--- src/adcr_pkg.sv ---
// Purpose: Constants for the converter control register block
// Assumes: 32-bit register words on a peripheral-style port, byte offsets
// Notes:   Offsets, field positions and reset values live here only
package adcr_pkg;
   localparam int unsigned ADDR_W = 6;
   localparam logic [5:0] OFF_DATA   = 6'h04;  // Result word read
   localparam logic [5:0] OFF_MODE   = 6'h0C;  // Mode select
   localparam logic [5:0] OFF_START  = 6'h10;  // Conversion start
   localparam logic [5:0] OFF_CFG    = 6'h14;  // Channel and timing
   localparam logic [5:0] OFF_PWR    = 6'h18;  // Power down control
   localparam logic [5:0] OFF_CNT    = 6'h1C;  // DMA sample count
   localparam logic [5:0] OFF_IEN    = 6'h20;  // Interrupt enables
   localparam logic [5:0] OFF_DVST   = 6'h24;  // Data-valid status
   localparam logic [5:0] OFF_OVST   = 6'h28;  // Overflow status
   localparam logic [5:0] OFF_BUSY   = 6'h2C;  // Busy flag
   localparam logic [5:0] OFF_CGATE  = 6'h30;  // Clock gate
   localparam int unsigned MODE_ONE_BIT  = 0;
   localparam int unsigned MODE_FREE_BIT = 1;
   localparam int unsigned MODE_DMA_BIT  = 2;
   localparam int unsigned CH_LSB = 0;
   localparam int unsigned CH_MSB = 3;
   localparam int unsigned TM_LSB = 4;
   localparam int unsigned TM_MSB = 6;
   localparam int unsigned PWR_ANA_BIT  = 0;
   localparam int unsigned PWR_BIAS_BIT = 1;
   localparam int unsigned IEN_DV_BIT = 0;
   localparam int unsigned IEN_OV_BIT = 1;
   localparam logic [1:0]  RST_PWR   = 2'h3;
   localparam logic [11:0] RST_CNT   = 12'h001;
   localparam logic        RST_CGATE = 1'h1;
endpackage : adcr_pkg

--- src/adcr_top.sv ---
// Purpose: Converter control registers and sequencing toward the analog macro
// Assumes: Register port with address, write strobe, read strobe, 32-bit data
// Notes:   Read data is registered; answer appears one cycle after the strobe
`timescale 1ns/1ps
`default_nettype none
module adcr_top #(
   parameter int unsigned FIFO_DEPTH = 4,
   parameter int unsigned RES_W      = 12
) (
   // Clock and reset
   input  wire logic              core_clk,
   input  wire logic              srst,
   // Register port
   input  wire logic [5:0]        reg_addr,
   input  wire logic              reg_wr,
   input  wire logic              reg_rd,
   input  wire logic [31:0]       reg_wdata,
   output logic [31:0]            reg_rdata,
   // Converter macro
   output logic [3:0]             input_channel_select,
   output logic [2:0]             sample_timing_ctrl,
   output logic                   analog_powerdown,
   output logic                   bias_powerdown,
   output logic                   conv_clk_gate,
   output logic                   conv_start,
   input  wire logic              conv_done,
   input  wire logic [RES_W-1:0]  conv_result,
   // Interrupt requests, gated by the enables
   output logic                   dv_irq,
   output logic                   ov_irq,
   // DMA path
   output logic                   dma_req,
   output logic [RES_W-1:0]       dma_data,
   input  wire logic              dma_ack
);
   // Registers
   logic [2:0]       mode_ff;       // Mode enables
   logic             start_ff;      // Start request bit
   logic [6:0]       cfg_ff;        // Channel and timing
   logic [1:0]       pwr_ff;        // Power down bits
   logic [11:0]      cnt_ff;        // DMA sample count
   logic [1:0]       ien_ff;        // Interrupt enables
   logic             dvst_ff;       // Data-valid event seen
   logic             ovst_ff;       // Overflow event seen
   logic             busy_ff;       // Conversion in progress
   logic             cgate_ff;      // Converter clock gate
   logic [11:0]      done_ff;       // Samples converted in DMA run
   logic             start_q_ff;    // Start bit delayed, edge sense
   logic             conv_start_ff; // Start pulse to macro
   logic [31:0]      rdata_ff;      // Read answer
   logic             dv_irq_ff;
   logic             ov_irq_ff;
   logic             dma_req_ff;
   logic [RES_W-1:0] dma_data_ff;
   // Combinational
   logic             wr_start;
   logic             go;
   logic             dma_full;
   logic             flush;
   logic             fifo_pop;
   logic             fifo_ovf;
   logic             fifo_empty;
   logic [RES_W-1:0] fifo_q;
   logic [2:0]       nxt_mode;

   // Write decode shared by several registers
   function automatic logic hit(input logic [5:0] a, input logic [5:0] off);
      return a == off;
   endfunction

   assign wr_start = reg_wr && hit(reg_addr, adcr_pkg::OFF_START);
   assign nxt_mode = reg_wdata[2:0];
   // Any enable going from one to zero empties the result FIFO
   assign flush    = reg_wr && hit(reg_addr, adcr_pkg::OFF_MODE)
                     && |(mode_ff & ~nxt_mode);
   assign dma_full = (done_ff >= cnt_ff);

   // Start decision per mode
   always_comb begin
      go = 1'b0;
      if (!busy_ff && !cgate_ff) begin
         if (mode_ff[adcr_pkg::MODE_ONE_BIT]) begin
            go = start_ff && !start_q_ff;
         end else if (mode_ff[adcr_pkg::MODE_DMA_BIT]) begin
            // The edge opens a run; later starts follow while samples remain,
            // so one write of the start bit converts the whole programmed count
            go = start_ff && (!start_q_ff || done_ff != 12'h000) && !dma_full;
         end else if (mode_ff[adcr_pkg::MODE_FREE_BIT]) begin
            go = start_ff;
         end
      end
   end

   // Mode register
   always_ff @(posedge core_clk) begin
      if (srst) begin
         mode_ff <= '0;
      end else if (reg_wr && hit(reg_addr, adcr_pkg::OFF_MODE)) begin
         mode_ff <= nxt_mode;
      end
   end

   // Start bit and its delayed copy for edge sensing
   always_ff @(posedge core_clk) begin
      if (srst) begin
         start_ff   <= 1'b0;
         start_q_ff <= 1'b0;
      end else begin
         if (wr_start) begin
            start_ff <= reg_wdata[0];
         end
         start_q_ff <= start_ff;
      end
   end

   // Configuration, power, count, enables, clock gate
   always_ff @(posedge core_clk) begin
      if (srst) begin
         cfg_ff   <= '0;
         pwr_ff   <= adcr_pkg::RST_PWR;
         cnt_ff   <= adcr_pkg::RST_CNT;
         ien_ff   <= '0;
         cgate_ff <= adcr_pkg::RST_CGATE;
      end else if (reg_wr) begin
         if (hit(reg_addr, adcr_pkg::OFF_CFG)) begin
            cfg_ff <= reg_wdata[6:0];
         end
         if (hit(reg_addr, adcr_pkg::OFF_PWR)) begin
            pwr_ff <= reg_wdata[1:0];
         end
         if (hit(reg_addr, adcr_pkg::OFF_CNT)) begin
            cnt_ff <= reg_wdata[11:0];
         end
         if (hit(reg_addr, adcr_pkg::OFF_IEN)) begin
            ien_ff <= reg_wdata[1:0];
         end
         if (hit(reg_addr, adcr_pkg::OFF_CGATE)) begin
            cgate_ff <= reg_wdata[0];
         end
      end
   end

   // Busy tracking and start pulse; DMA stops at count
   always_ff @(posedge core_clk) begin
      if (srst) begin
         busy_ff       <= 1'b0;
         conv_start_ff <= 1'b0;
      end else begin
         conv_start_ff <= go && !(mode_ff[adcr_pkg::MODE_DMA_BIT] && dma_full);
         if (go && !(mode_ff[adcr_pkg::MODE_DMA_BIT] && dma_full)) begin
            busy_ff <= 1'b1;
         end else if (conv_done) begin
            busy_ff <= 1'b0;
         end
      end
   end

   // DMA sample counter; restarts on each new start edge
   always_ff @(posedge core_clk) begin
      if (srst) begin
         done_ff <= '0;
      end else if (wr_start && reg_wdata[0] && !start_ff) begin
         done_ff <= '0;
      end else if (conv_done && mode_ff[adcr_pkg::MODE_DMA_BIT] && !dma_full) begin
         done_ff <= done_ff + 12'h001;
      end
   end

   // Sticky event flags; a new event outranks clearing by a flush
   always_ff @(posedge core_clk) begin
      if (srst) begin
         dvst_ff <= 1'b0;
         ovst_ff <= 1'b0;
      end else begin
         if (conv_done) begin
            dvst_ff <= 1'b1;
         end else if (flush) begin
            dvst_ff <= 1'b0;
         end
         if (fifo_ovf) begin
            ovst_ff <= 1'b1;
         end else if (flush) begin
            ovst_ff <= 1'b0;
         end
      end
   end

   // Interrupt outputs gated by enables
   always_ff @(posedge core_clk) begin
      if (srst) begin
         dv_irq_ff <= 1'b0;
         ov_irq_ff <= 1'b0;
      end else begin
         dv_irq_ff <= dvst_ff && ien_ff[adcr_pkg::IEN_DV_BIT];
         ov_irq_ff <= ovst_ff && ien_ff[adcr_pkg::IEN_OV_BIT];
      end
   end

   // DMA handoff: present head of FIFO until acknowledged
   always_ff @(posedge core_clk) begin
      if (srst || flush) begin
         dma_req_ff  <= 1'b0;
         dma_data_ff <= '0;
      end else if (dma_req_ff) begin
         if (dma_ack) begin
            dma_req_ff <= 1'b0;
         end
      end else if (mode_ff[adcr_pkg::MODE_DMA_BIT] && !fifo_empty) begin
         dma_req_ff  <= 1'b1;
         dma_data_ff <= fifo_q;
      end
   end

   // Read pops the FIFO in CPU modes, DMA takes it otherwise
   assign fifo_pop = mode_ff[adcr_pkg::MODE_DMA_BIT]
                     ? (!dma_req_ff && !fifo_empty)
                     : (reg_rd && hit(reg_addr, adcr_pkg::OFF_DATA));

   // Result FIFO
   adcr_fifo #(
      .WIDTH (RES_W),
      .DEPTH (FIFO_DEPTH)
   ) u_fifo (
      .core_clk (core_clk),
      .srst     (srst),
      .flush    (flush),
      .push     (conv_done),
      .wdata    (conv_result),
      .ovf      (fifo_ovf),
      .pop      (fifo_pop),
      .rdata    (fifo_q),
      .empty    (fifo_empty)
   );

   // Read mux, registered; unmapped reads as zero
   always_ff @(posedge core_clk) begin
      if (srst) begin
         rdata_ff <= '0;
      end else if (reg_rd) begin
         case (reg_addr)
            adcr_pkg::OFF_DATA:  rdata_ff <= {20'h0, fifo_empty ? 12'h000 : fifo_q};
            adcr_pkg::OFF_MODE:  rdata_ff <= {29'h0, mode_ff};
            adcr_pkg::OFF_START: rdata_ff <= {31'h0, start_ff};
            adcr_pkg::OFF_CFG:   rdata_ff <= {25'h0, cfg_ff};
            adcr_pkg::OFF_PWR:   rdata_ff <= {30'h0, pwr_ff};
            adcr_pkg::OFF_CNT:   rdata_ff <= {20'h0, cnt_ff};
            adcr_pkg::OFF_IEN:   rdata_ff <= {30'h0, ien_ff};
            adcr_pkg::OFF_DVST:  rdata_ff <= {31'h0, dvst_ff};
            adcr_pkg::OFF_OVST:  rdata_ff <= {31'h0, ovst_ff};
            adcr_pkg::OFF_BUSY:  rdata_ff <= {31'h0, busy_ff};
            adcr_pkg::OFF_CGATE: rdata_ff <= {31'h0, cgate_ff};
            default:             rdata_ff <= '0;
         endcase
      end
   end

   // Outputs, all from flip-flops
   assign reg_rdata            = rdata_ff;
   assign input_channel_select = cfg_ff[adcr_pkg::CH_MSB:adcr_pkg::CH_LSB];
   assign sample_timing_ctrl   = cfg_ff[adcr_pkg::TM_MSB:adcr_pkg::TM_LSB];
   assign analog_powerdown     = pwr_ff[adcr_pkg::PWR_ANA_BIT];
   assign bias_powerdown       = pwr_ff[adcr_pkg::PWR_BIAS_BIT];
   assign conv_clk_gate        = cgate_ff;
   assign conv_start           = conv_start_ff;
   assign dv_irq               = dv_irq_ff;
   assign ov_irq               = ov_irq_ff;
   assign dma_req              = dma_req_ff;
   assign dma_data             = dma_data_ff;

   // Assertions
   // Reset values seen on the first edge after release
   a_pwr_reset: assert property (@(posedge core_clk)
      $fell(srst) |-> analog_powerdown && bias_powerdown)
      else $error("power bits not set after reset");
   a_gate_reset: assert property (@(posedge core_clk)
      $fell(srst) |-> conv_clk_gate)
      else $error("clock gate not set after reset");
   a_cnt_reset: assert property (@(posedge core_clk)
      $fell(srst) |-> cnt_ff == 12'h001)
      else $error("sample count reset wrong");
   // Register writes reach the flops and the macro pins one edge later
   a_mode_write: assert property (@(posedge core_clk) disable iff (srst)
      reg_wr && reg_addr == adcr_pkg::OFF_MODE |=> mode_ff == $past(reg_wdata[2:0]))
      else $error("mode register not written");
   a_start_write: assert property (@(posedge core_clk) disable iff (srst)
      reg_wr && reg_addr == adcr_pkg::OFF_START |=> start_ff == $past(reg_wdata[0]))
      else $error("start bit not written");
   a_cfg_pass: assert property (@(posedge core_clk) disable iff (srst)
      reg_wr && reg_addr == adcr_pkg::OFF_CFG
      |=> input_channel_select == $past(reg_wdata[3:0])
          && sample_timing_ctrl == $past(reg_wdata[6:4]))
      else $error("config not passed to macro");
   a_pwr_write: assert property (@(posedge core_clk) disable iff (srst)
      reg_wr && reg_addr == adcr_pkg::OFF_PWR
      |=> analog_powerdown == $past(reg_wdata[0]) && bias_powerdown == $past(reg_wdata[1]))
      else $error("power bits not written");
   a_gate_write: assert property (@(posedge core_clk) disable iff (srst)
      reg_wr && reg_addr == adcr_pkg::OFF_CGATE |=> conv_clk_gate == $past(reg_wdata[0]))
      else $error("clock gate not written");
   // Conversion sequencing toward the macro
   a_busy_start: assert property (@(posedge core_clk) disable iff (srst)
      conv_start |-> busy_ff)
      else $error("start without busy");
   a_busy_clear: assert property (@(posedge core_clk) disable iff (srst)
      $fell(busy_ff) |-> $past(conv_done))
      else $error("busy dropped without completion");
   a_gate_start: assert property (@(posedge core_clk) disable iff (srst)
      conv_start |-> !$past(conv_clk_gate))
      else $error("start while converter clock stopped");
   a_one_edge: assert property (@(posedge core_clk) disable iff (srst)
      conv_start && mode_ff == 3'h1 |-> $past(start_ff) && !$past(start_q_ff))
      else $error("single mode start not on edge");
   a_free_level: assert property (@(posedge core_clk) disable iff (srst)
      mode_ff == 3'h2 && start_ff && !busy_ff && !cgate_ff |=> conv_start)
      else $error("free-running start level ignored");
   a_dma_stop: assert property (@(posedge core_clk) disable iff (srst)
      mode_ff == 3'h4 && dma_full |-> !conv_start_ff ##1 !conv_start)
      else $error("dma run passed sample count");
   // Interrupt gating and sticky events
   a_dv_irq: assert property (@(posedge core_clk) disable iff (srst)
      dv_irq |-> $past(dvst_ff) && $past(ien_ff[0]))
      else $error("data-valid irq not gated");
   a_ov_irq: assert property (@(posedge core_clk) disable iff (srst)
      ov_irq |-> $past(ovst_ff) && $past(ien_ff[1]))
      else $error("overflow irq not gated");
   a_dv_sticky: assert property (@(posedge core_clk) disable iff (srst)
      conv_done |=> dvst_ff)
      else $error("data-valid event lost");
   a_ov_sticky: assert property (@(posedge core_clk) disable iff (srst)
      fifo_ovf |=> ovst_ff)
      else $error("overflow event lost");
   // Result queue: flush on mode clear, reads take the head
   a_flush_empty: assert property (@(posedge core_clk) disable iff (srst)
      flush |=> fifo_empty)
      else $error("mode clear left results queued");
   a_flush_clear: assert property (@(posedge core_clk) disable iff (srst)
      flush && !conv_done && !fifo_ovf |=> !dvst_ff && !ovst_ff)
      else $error("mode clear left events set");
   a_rd_data: assert property (@(posedge core_clk) disable iff (srst)
      reg_rd && reg_addr == adcr_pkg::OFF_DATA && !fifo_empty
      |=> reg_rdata == {20'h0, $past(fifo_q)})
      else $error("data read not from queue head");
endmodule : adcr_top
`default_nettype wire

--- src/adcr_fifo.sv ---
// Purpose: Small result FIFO between converter and data register
// Assumes: Single clock, synchronous high reset
// Notes:   A push into a full FIFO is dropped and reported as overflow
`timescale 1ns/1ps
`default_nettype none
module adcr_fifo #(
   parameter int unsigned WIDTH = 12,
   parameter int unsigned DEPTH = 4
) (
   // Clock and reset
   input  wire logic             core_clk,
   input  wire logic             srst,
   // Control
   input  wire logic             flush,
   // Write side
   input  wire logic             push,
   input  wire logic [WIDTH-1:0] wdata,
   output logic                  ovf,
   // Read side
   input  wire logic             pop,
   output logic [WIDTH-1:0]      rdata,
   output logic                  empty
);
   localparam int unsigned AW = $clog2(DEPTH);
   logic [WIDTH-1:0] mem_ff [DEPTH];   // Storage, flip-flops
   logic [AW-1:0]    wr_ff;            // Write index
   logic [AW-1:0]    rd_ff;            // Read index
   logic [AW:0]      cnt_ff;           // Fill level
   logic             full;
   logic             do_push;
   logic             do_pop;

   assign full    = (cnt_ff == (AW+1)'(DEPTH));
   assign empty   = (cnt_ff == '0);
   assign do_push = push && !full;
   assign do_pop  = pop && !empty;
   assign ovf     = push && full;
   assign rdata   = mem_ff[rd_ff];

   // Pointer and level bookkeeping; flush wins over traffic
   always_ff @(posedge core_clk) begin
      if (srst || flush) begin
         wr_ff  <= '0;
         rd_ff  <= '0;
         cnt_ff <= '0;
      end else begin
         if (do_push) begin
            wr_ff <= (wr_ff == AW'(DEPTH-1)) ? '0 : wr_ff + 1'b1;
         end
         if (do_pop) begin
            rd_ff <= (rd_ff == AW'(DEPTH-1)) ? '0 : rd_ff + 1'b1;
         end
         cnt_ff <= cnt_ff + (AW+1)'(do_push) - (AW+1)'(do_pop);
      end
   end

   // Storage write
   always_ff @(posedge core_clk) begin
      if (do_push) begin
         mem_ff[wr_ff] <= wdata;
      end
   end
endmodule : adcr_fifo
`default_nettype wire

--- config.mk ---
export PLATFORM = sky130hd
export DESIGN_NAME = adcr_top
export DESIGN_NICKNAME = d
export VERILOG_FILES = /design/src/adcr_pkg.sv /design/src/adcr_top.sv /design/src/adcr_fifo.sv
export SDC_FILE = /design/constraint.sdc
export NUM_CORES = 1
export LEC_CHECK = 0
export BUFFER_PORTS_ARGS = -buffer_cell sky130_fd_sc_hd__clkbuf_2
export CORE_MARGIN = 2
export CORE_UTILIZATION = 25
export CTS_CLUSTER_SIZE = 14
export DETAILED_ROUTE_END_ITERATION = 16
export HOLD_SLACK_MARGIN = 0.08
export PLACE_DENSITY = 0.54
export SYNTH_ARGS = -nofsm -noshare
export SYNTH_HDL_FRONTEND = slang
export SYNTH_SLANG_ARGS = --single-unit
export TNS_END_PERCENT = 1
--- constraint.sdc ---
create_clock -name core_clk -period 2.2 [get_ports core_clk]
set_input_delay 0.44 -clock core_clk [delete_from_list [all_inputs] [get_ports core_clk]]
set_output_delay 0.44 -clock core_clk [all_outputs]
set_load 0.02 [all_outputs]
# [Yosys cells after proc, flatten, opt, wreduce, memory -nomap -nowiden]
# Memory sizes are Yosys's and may differ from the RTL's. A register that Yosys moved wholly into a read port is not among the register bits.
# Cells that the tools add are included.
[totals] reg_bits=99 mem_bits_rw=48 in_bits=56 memories=1
[memory_table] name="u_fifo.mem_ff" words=4 width=12 rd=1 rd_ports_with_merged_regs=1 write_ports=1 line="adcr_fifo.sv:25" rtl="logic [WIDTH-1:0] mem_ff [DEPTH];"
[op_classes] add_sub_neg=5 magnitude_cmp=1 n_eq_ne=14 n_mux=21 bitwise_logic=3 reduce_logical=45
[ops] cell="$pmux 12 s11" count=1
[ops] cell="$eq 6x6->1 const B" count=5
[ops] cell="$eq 6x5->1 const B" count=4
[ops] cell="$logic_and 1x1->1" count=21
[ops] cell="$mux 1" count=15
[ops] cell="$add 12x1->12 const B" count=1
[ops] cell="$ge 12x12->1" count=1
[ops] cell="$mux 12" count=1
[ops] cell="$reduce_and 2->1" count=6
[ops] cell="$reduce_bool 12->1" count=1
[ops] cell="$logic_not 1->1" count=9
[ops] cell="$mux 2" count=4
[ops] cell="$eq 6x3->1 const B" count=1
[ops] cell="$eq 6x4->1 const B" count=1
[ops] cell="$reduce_bool 2->1" count=3
[ops] cell="$add 2x1->2 const B" count=2
[ops] cell="$eq 2x2->1 const B" count=2
[ops] cell="$add 3x1->3" count=1
[ops] cell="$and 3x3->3" count=1
[ops] cell="$eq 3x3->1 const B" count=1
[ops] cell="$logic_not 3->1" count=1
[ops] cell="$not 3->3" count=1
[ops] cell="$reduce_or 3->1" count=1
[ops] cell="$sub 3x1->3" count=1
[ops] cell="other kinds (3)" count=4

# [Depth between registers and ports, before layout]
[depth] depth_word=9 depth_mapped=10 ltp_nobuf=9

# [Cells and area by module]
# From an unflattened synthesis, not the netlist that was laid out.
[hier_totals] cells_unflattened=568 area_unflattened_um2=5885.6
[modules_own_cells] module="adcr_top" n_inst=1 cells_per_inst=451 area_each_um2=3661.0
[modules_own_cells] module="adcr_fifo" n_inst=1 cells_per_inst=117 area_each_um2=2224.6

# [Worst setup path after synthesis]
# OpenSTA, ideal clock, no wires.
[synth_timing] path_type="reg-to-reg" startpoint="register u_fifo.cnt_ff[0]" endpoint="register u_fifo.cnt_ff[2]" setup_time_ns=0.117 arrival_time_ns=2.162 required_ns=2.083 path_slack_ns=-0.079 stages_incl_launch_ff=10 path_buffers=0 synth_period_minus_slack_ns=2.279 cell_sequence="dfxtp_1 > or3_1 > and3_4 > a31o_2 > ha_1 > inv_1 > ha_1 > fa_1 > xnor2_1 > nor2_1"
[synth_via] elab_chain_len=6
[synth_rtl] item="start, declared" line="adcr_fifo.sv:28" rtl="logic [AW:0] cnt_ff;"
[synth_rtl] item="start signal, assigned" line="adcr_fifo.sv:53" rtl="cnt_ff <= cnt_ff + (AW+1)'(do_push) - (AW+1)'(do_pop);"
[synth_rtl] item="$logic_not 3->1 (*)" line="adcr_fifo.sv:34" rtl="assign empty = (cnt_ff == '0);"
[synth_rtl] item="$logic_not 1->1 (*)" line="adcr_top.sv:216, adcr_fifo.sv:36"
[synth_rtl] item="$logic_and 1x1->1" line="adcr_top.sv:216" rtl="? (!dma_req_ff && !fifo_empty)"
[synth_rtl] item="$mux 1" line="adcr_top.sv:216"
[synth_rtl] item="$logic_and 1x1->1 (*)" line="adcr_fifo.sv:36" rtl="assign do_pop = pop && !empty;"
[synth_rtl] item="net u_fifo.do_pop" line="adcr_fifo.sv:31" rtl="logic do_pop;"
[synth_rtl] item="$sub 3x1->3 (*)" line="adcr_fifo.sv:53"
# The timed path passes the listed nets; every way through them passes the cells marked *.
# A chain may end at the register's enable or synchronous reset.

# [Final worst setup path]
[layout_timing] startpoint="register u_fifo.cnt_ff[2]" endpoint="register u_fifo.cnt_ff[1]"
# Same word-level chain as after synthesis.

==> flow_summary.ini <==
[run_status]
status = complete, but fails checks
violations = setup timing

[floorplan]
die_h_um = 157
io_pins = 114
rows = 55
initial_core_util = 0.256
dieWidth_um = 157
dieArea_sq_um = 24600
fp.coreArea_sq_um = 22800

[logic_synthesis]
yosysSeqAreaShare = 0.525
ys_warn_count = 0
synth_edf_count = 48
async_reset_ff_frac = 0
synth_simple_gate_area_frac = 0.149
synth-xor-area-share = 0.00300
synthTopCellsByCount = dfxtp_1, nand2_1, edfxtp_1
synthDistinctLibCells = 59
synth_top_area_share = 0.278
synth_mux_area_frac = 0.0806
synth_area_leaders = dfxtp_1, edfxtp_1, mux4_2, ha_1, a21oi_1
synth_top_family_by_area = simple AND/OR/NAND/NOR gates
synth-compound-area-share = 0.123
ys_ff_latch = 129
synth_area_sq_um = 5840
synth.avg_cell_area_sq_um = 10.6
synth.most_common_cell = dfxtp_1
yosys.area.top_type = dfxtp_1
synth_ff_type = dfxtp_1
synthAdderAreaFrac = 0.0485
synthCells = 551

[grt]
grt_use_total = 0.132
antenna_found_initial = 1
grt_pass1_wl_um = 24200
grt.overflow.total = 0
grt_max_degree = 26
grt_pass1_vias = 4398

[placement]
dp.cells = 955
place_congestion = 0.791
pre_cts_slack_ps = -177
io_buffers = 73
place_hpwl_um = 11600

[routing]
vias = 4420
viasPerCell = 4.47
drt-pass1-iter-count = 4
ant_nets = 0
wirelength_um = 15400
wl_met1_um = 7150
drtIter0Drc = 252
drc = 0
drt-wirelength-per-cell_um = 15.6
dr_wl_met3_um = 848
highest-signal-layer = met5
met2WireLength_um = 7320

[final_layout]
drive_gt1_frac = 0.274
area.growth.synth_to_final_pct = 28.2
final_nets = 741
diodes = 0
final_cells = 989

[run]
cap_violations = 0

[power_and_ir_drop]
irDropWorstVdd_v = 0.000515
p_leak_nw = 2.87
p_total_mw = 6.12
power_density_nw_per_um2 = 818

[worst_setup_path]
crit_arrival_ps = 2600
worst-setup-path-type = reg -> reg
crit_buf_inv = 2
cpLargestDelayFamily = adder cells
cp_max_fo = 3
start_kind = register
critPathMaxStageDelay_ps = 520
critPathSlowestCell = fa_2
cp_cell_sequence = or3_4 > nor3b_4 > a31o_4 > ha_4 > inv_2 > ha_4 > fa_2 > inv_2 > nor2_2
cp.required_ps = 2570
end_kind = register

[clock_network]
clk_latency_ps = 430
clkSinkCount = 129
clockRootBuffer = clkbuf_16
cts_max_path_buffers = 2
cts_buffers = 17
ctsHtreeMaxLevel = 4
clk_transition_reported_paths_ps = 60
cts_tree = done

[sta]
finalClockSkew_ps = 9.83
rsz0062_at_grt = true
setup_violations = 1
hold_slack_ps = 238
period_minus_slack_ps = 2230
finalSetupTns_ps = -29.8
worstMarginPinSlew_ps = 656
finalWorstSetupSlack_ps = -29.8
finalHoldViolCount = 0
period_share = 1.01
slew_headroom = 0.561
drv_slew = 0
max_freq_mhz = 448

[min_path]
hold_class = in -> reg
==> power by group <==
group          internal, mW  switching (mW)
Clock                  1.70            1.14
Sequential             2.61          0.0413
Combinational         0.281           0.344
==> registers in the layout, indices dropped and copies added, names as in the netlist, named ones only <==
signal,cells
done_ff,12
ien_ff,2
dma_req,1
dvst_ff,1
u_fifo.cnt_ff,3
start_q_ff,1
cnt_ff,12
cfg_ff,7
u_fifo.rd_ff,2
dma_data,12
u_fifo.mem_ff,48
mode_ff,3
u_fifo.wr_ff,2
conv_clk_gate,1
busy_ff,1
pwr_ff,2
dv_irq,1
ovst_ff,1
reg_rdata,12
ov_irq,1
start_ff,1
conv_start,1
==> metal layers <==
layer / track usage / vias up
li1: - / 2193
met1: 0.170 / 2111
met2: 0.212 / 107
met3: 0.0363 / 7
met4: 0.0502 / 2
met5: 0 / -
==> worst paths after layout <==
kind | from | endpoint | slack [ps] | cells after the start
worst max-delay path | u_fifo.cnt_ff[2] | u_fifo.cnt_ff[1] | -30 | 9
worst min-delay path | conv_result[5] | u_fifo.mem_ff[2][5] | 240 | 1
worst max register to register | u_fifo.cnt_ff[2] | u_fifo.cnt_ff[1] | -30 | 9
worst min register to register | dma_data[10] | dma_data[10] | 450 | 2
==> cells in the final DEF (no fill, tap or decap), drive strengths merged, types with 12 or more instances in the layout <==
master   n
nand3   23
a21oi   47
conb    20
ha      21
edfxtp  48
clkbuf  90
inv     41
mux4    12
mux2i   20
nand2   61
buf     46
nor2    40
dfxtp   81
==> cell families after synthesis <==
| kind of cell | count (synthesis) |
|---|---|
| AOI/OAI and AO/OA | 108 |
| xor gates and xnor gates | 2 |
| adders and majority gates | 22 |
| buffers and inverters | 81 |
| DFF | 129 |
| muxes | 32 |
| other | 1 |
| and+or+nand+nor | 176 |
==> final cells by class <==
type                       count  area [sq um]
tap                          313           392
multi-input combinational    360          2500
fill                        2341         15300
inverter                      36           135
timing repair buffer         119           786
clock buffer                  17           425
clock inverter                15           174
sequential                   129          3070
==> repair_timing <==
action | 4_1_cts | 5_1_grt
hold buffers | 0 | 0
pin swaps | 2 | 4
resized for setup | 1 | 6
buffers inserted | 2 | 0
gates cloned | 0 | 0
endpoints found under the setup margin | 1 | 6
==> stage by stage <==
stage	utilization	area, sq um
after floorplan	-	5960
after global placement	0.301	6850
after detailed placement	0.301	6850
after CTS	0.328	7460
after global routing	0.328	7480
final	0.328	7480
(Power assumes the default switching activity.)
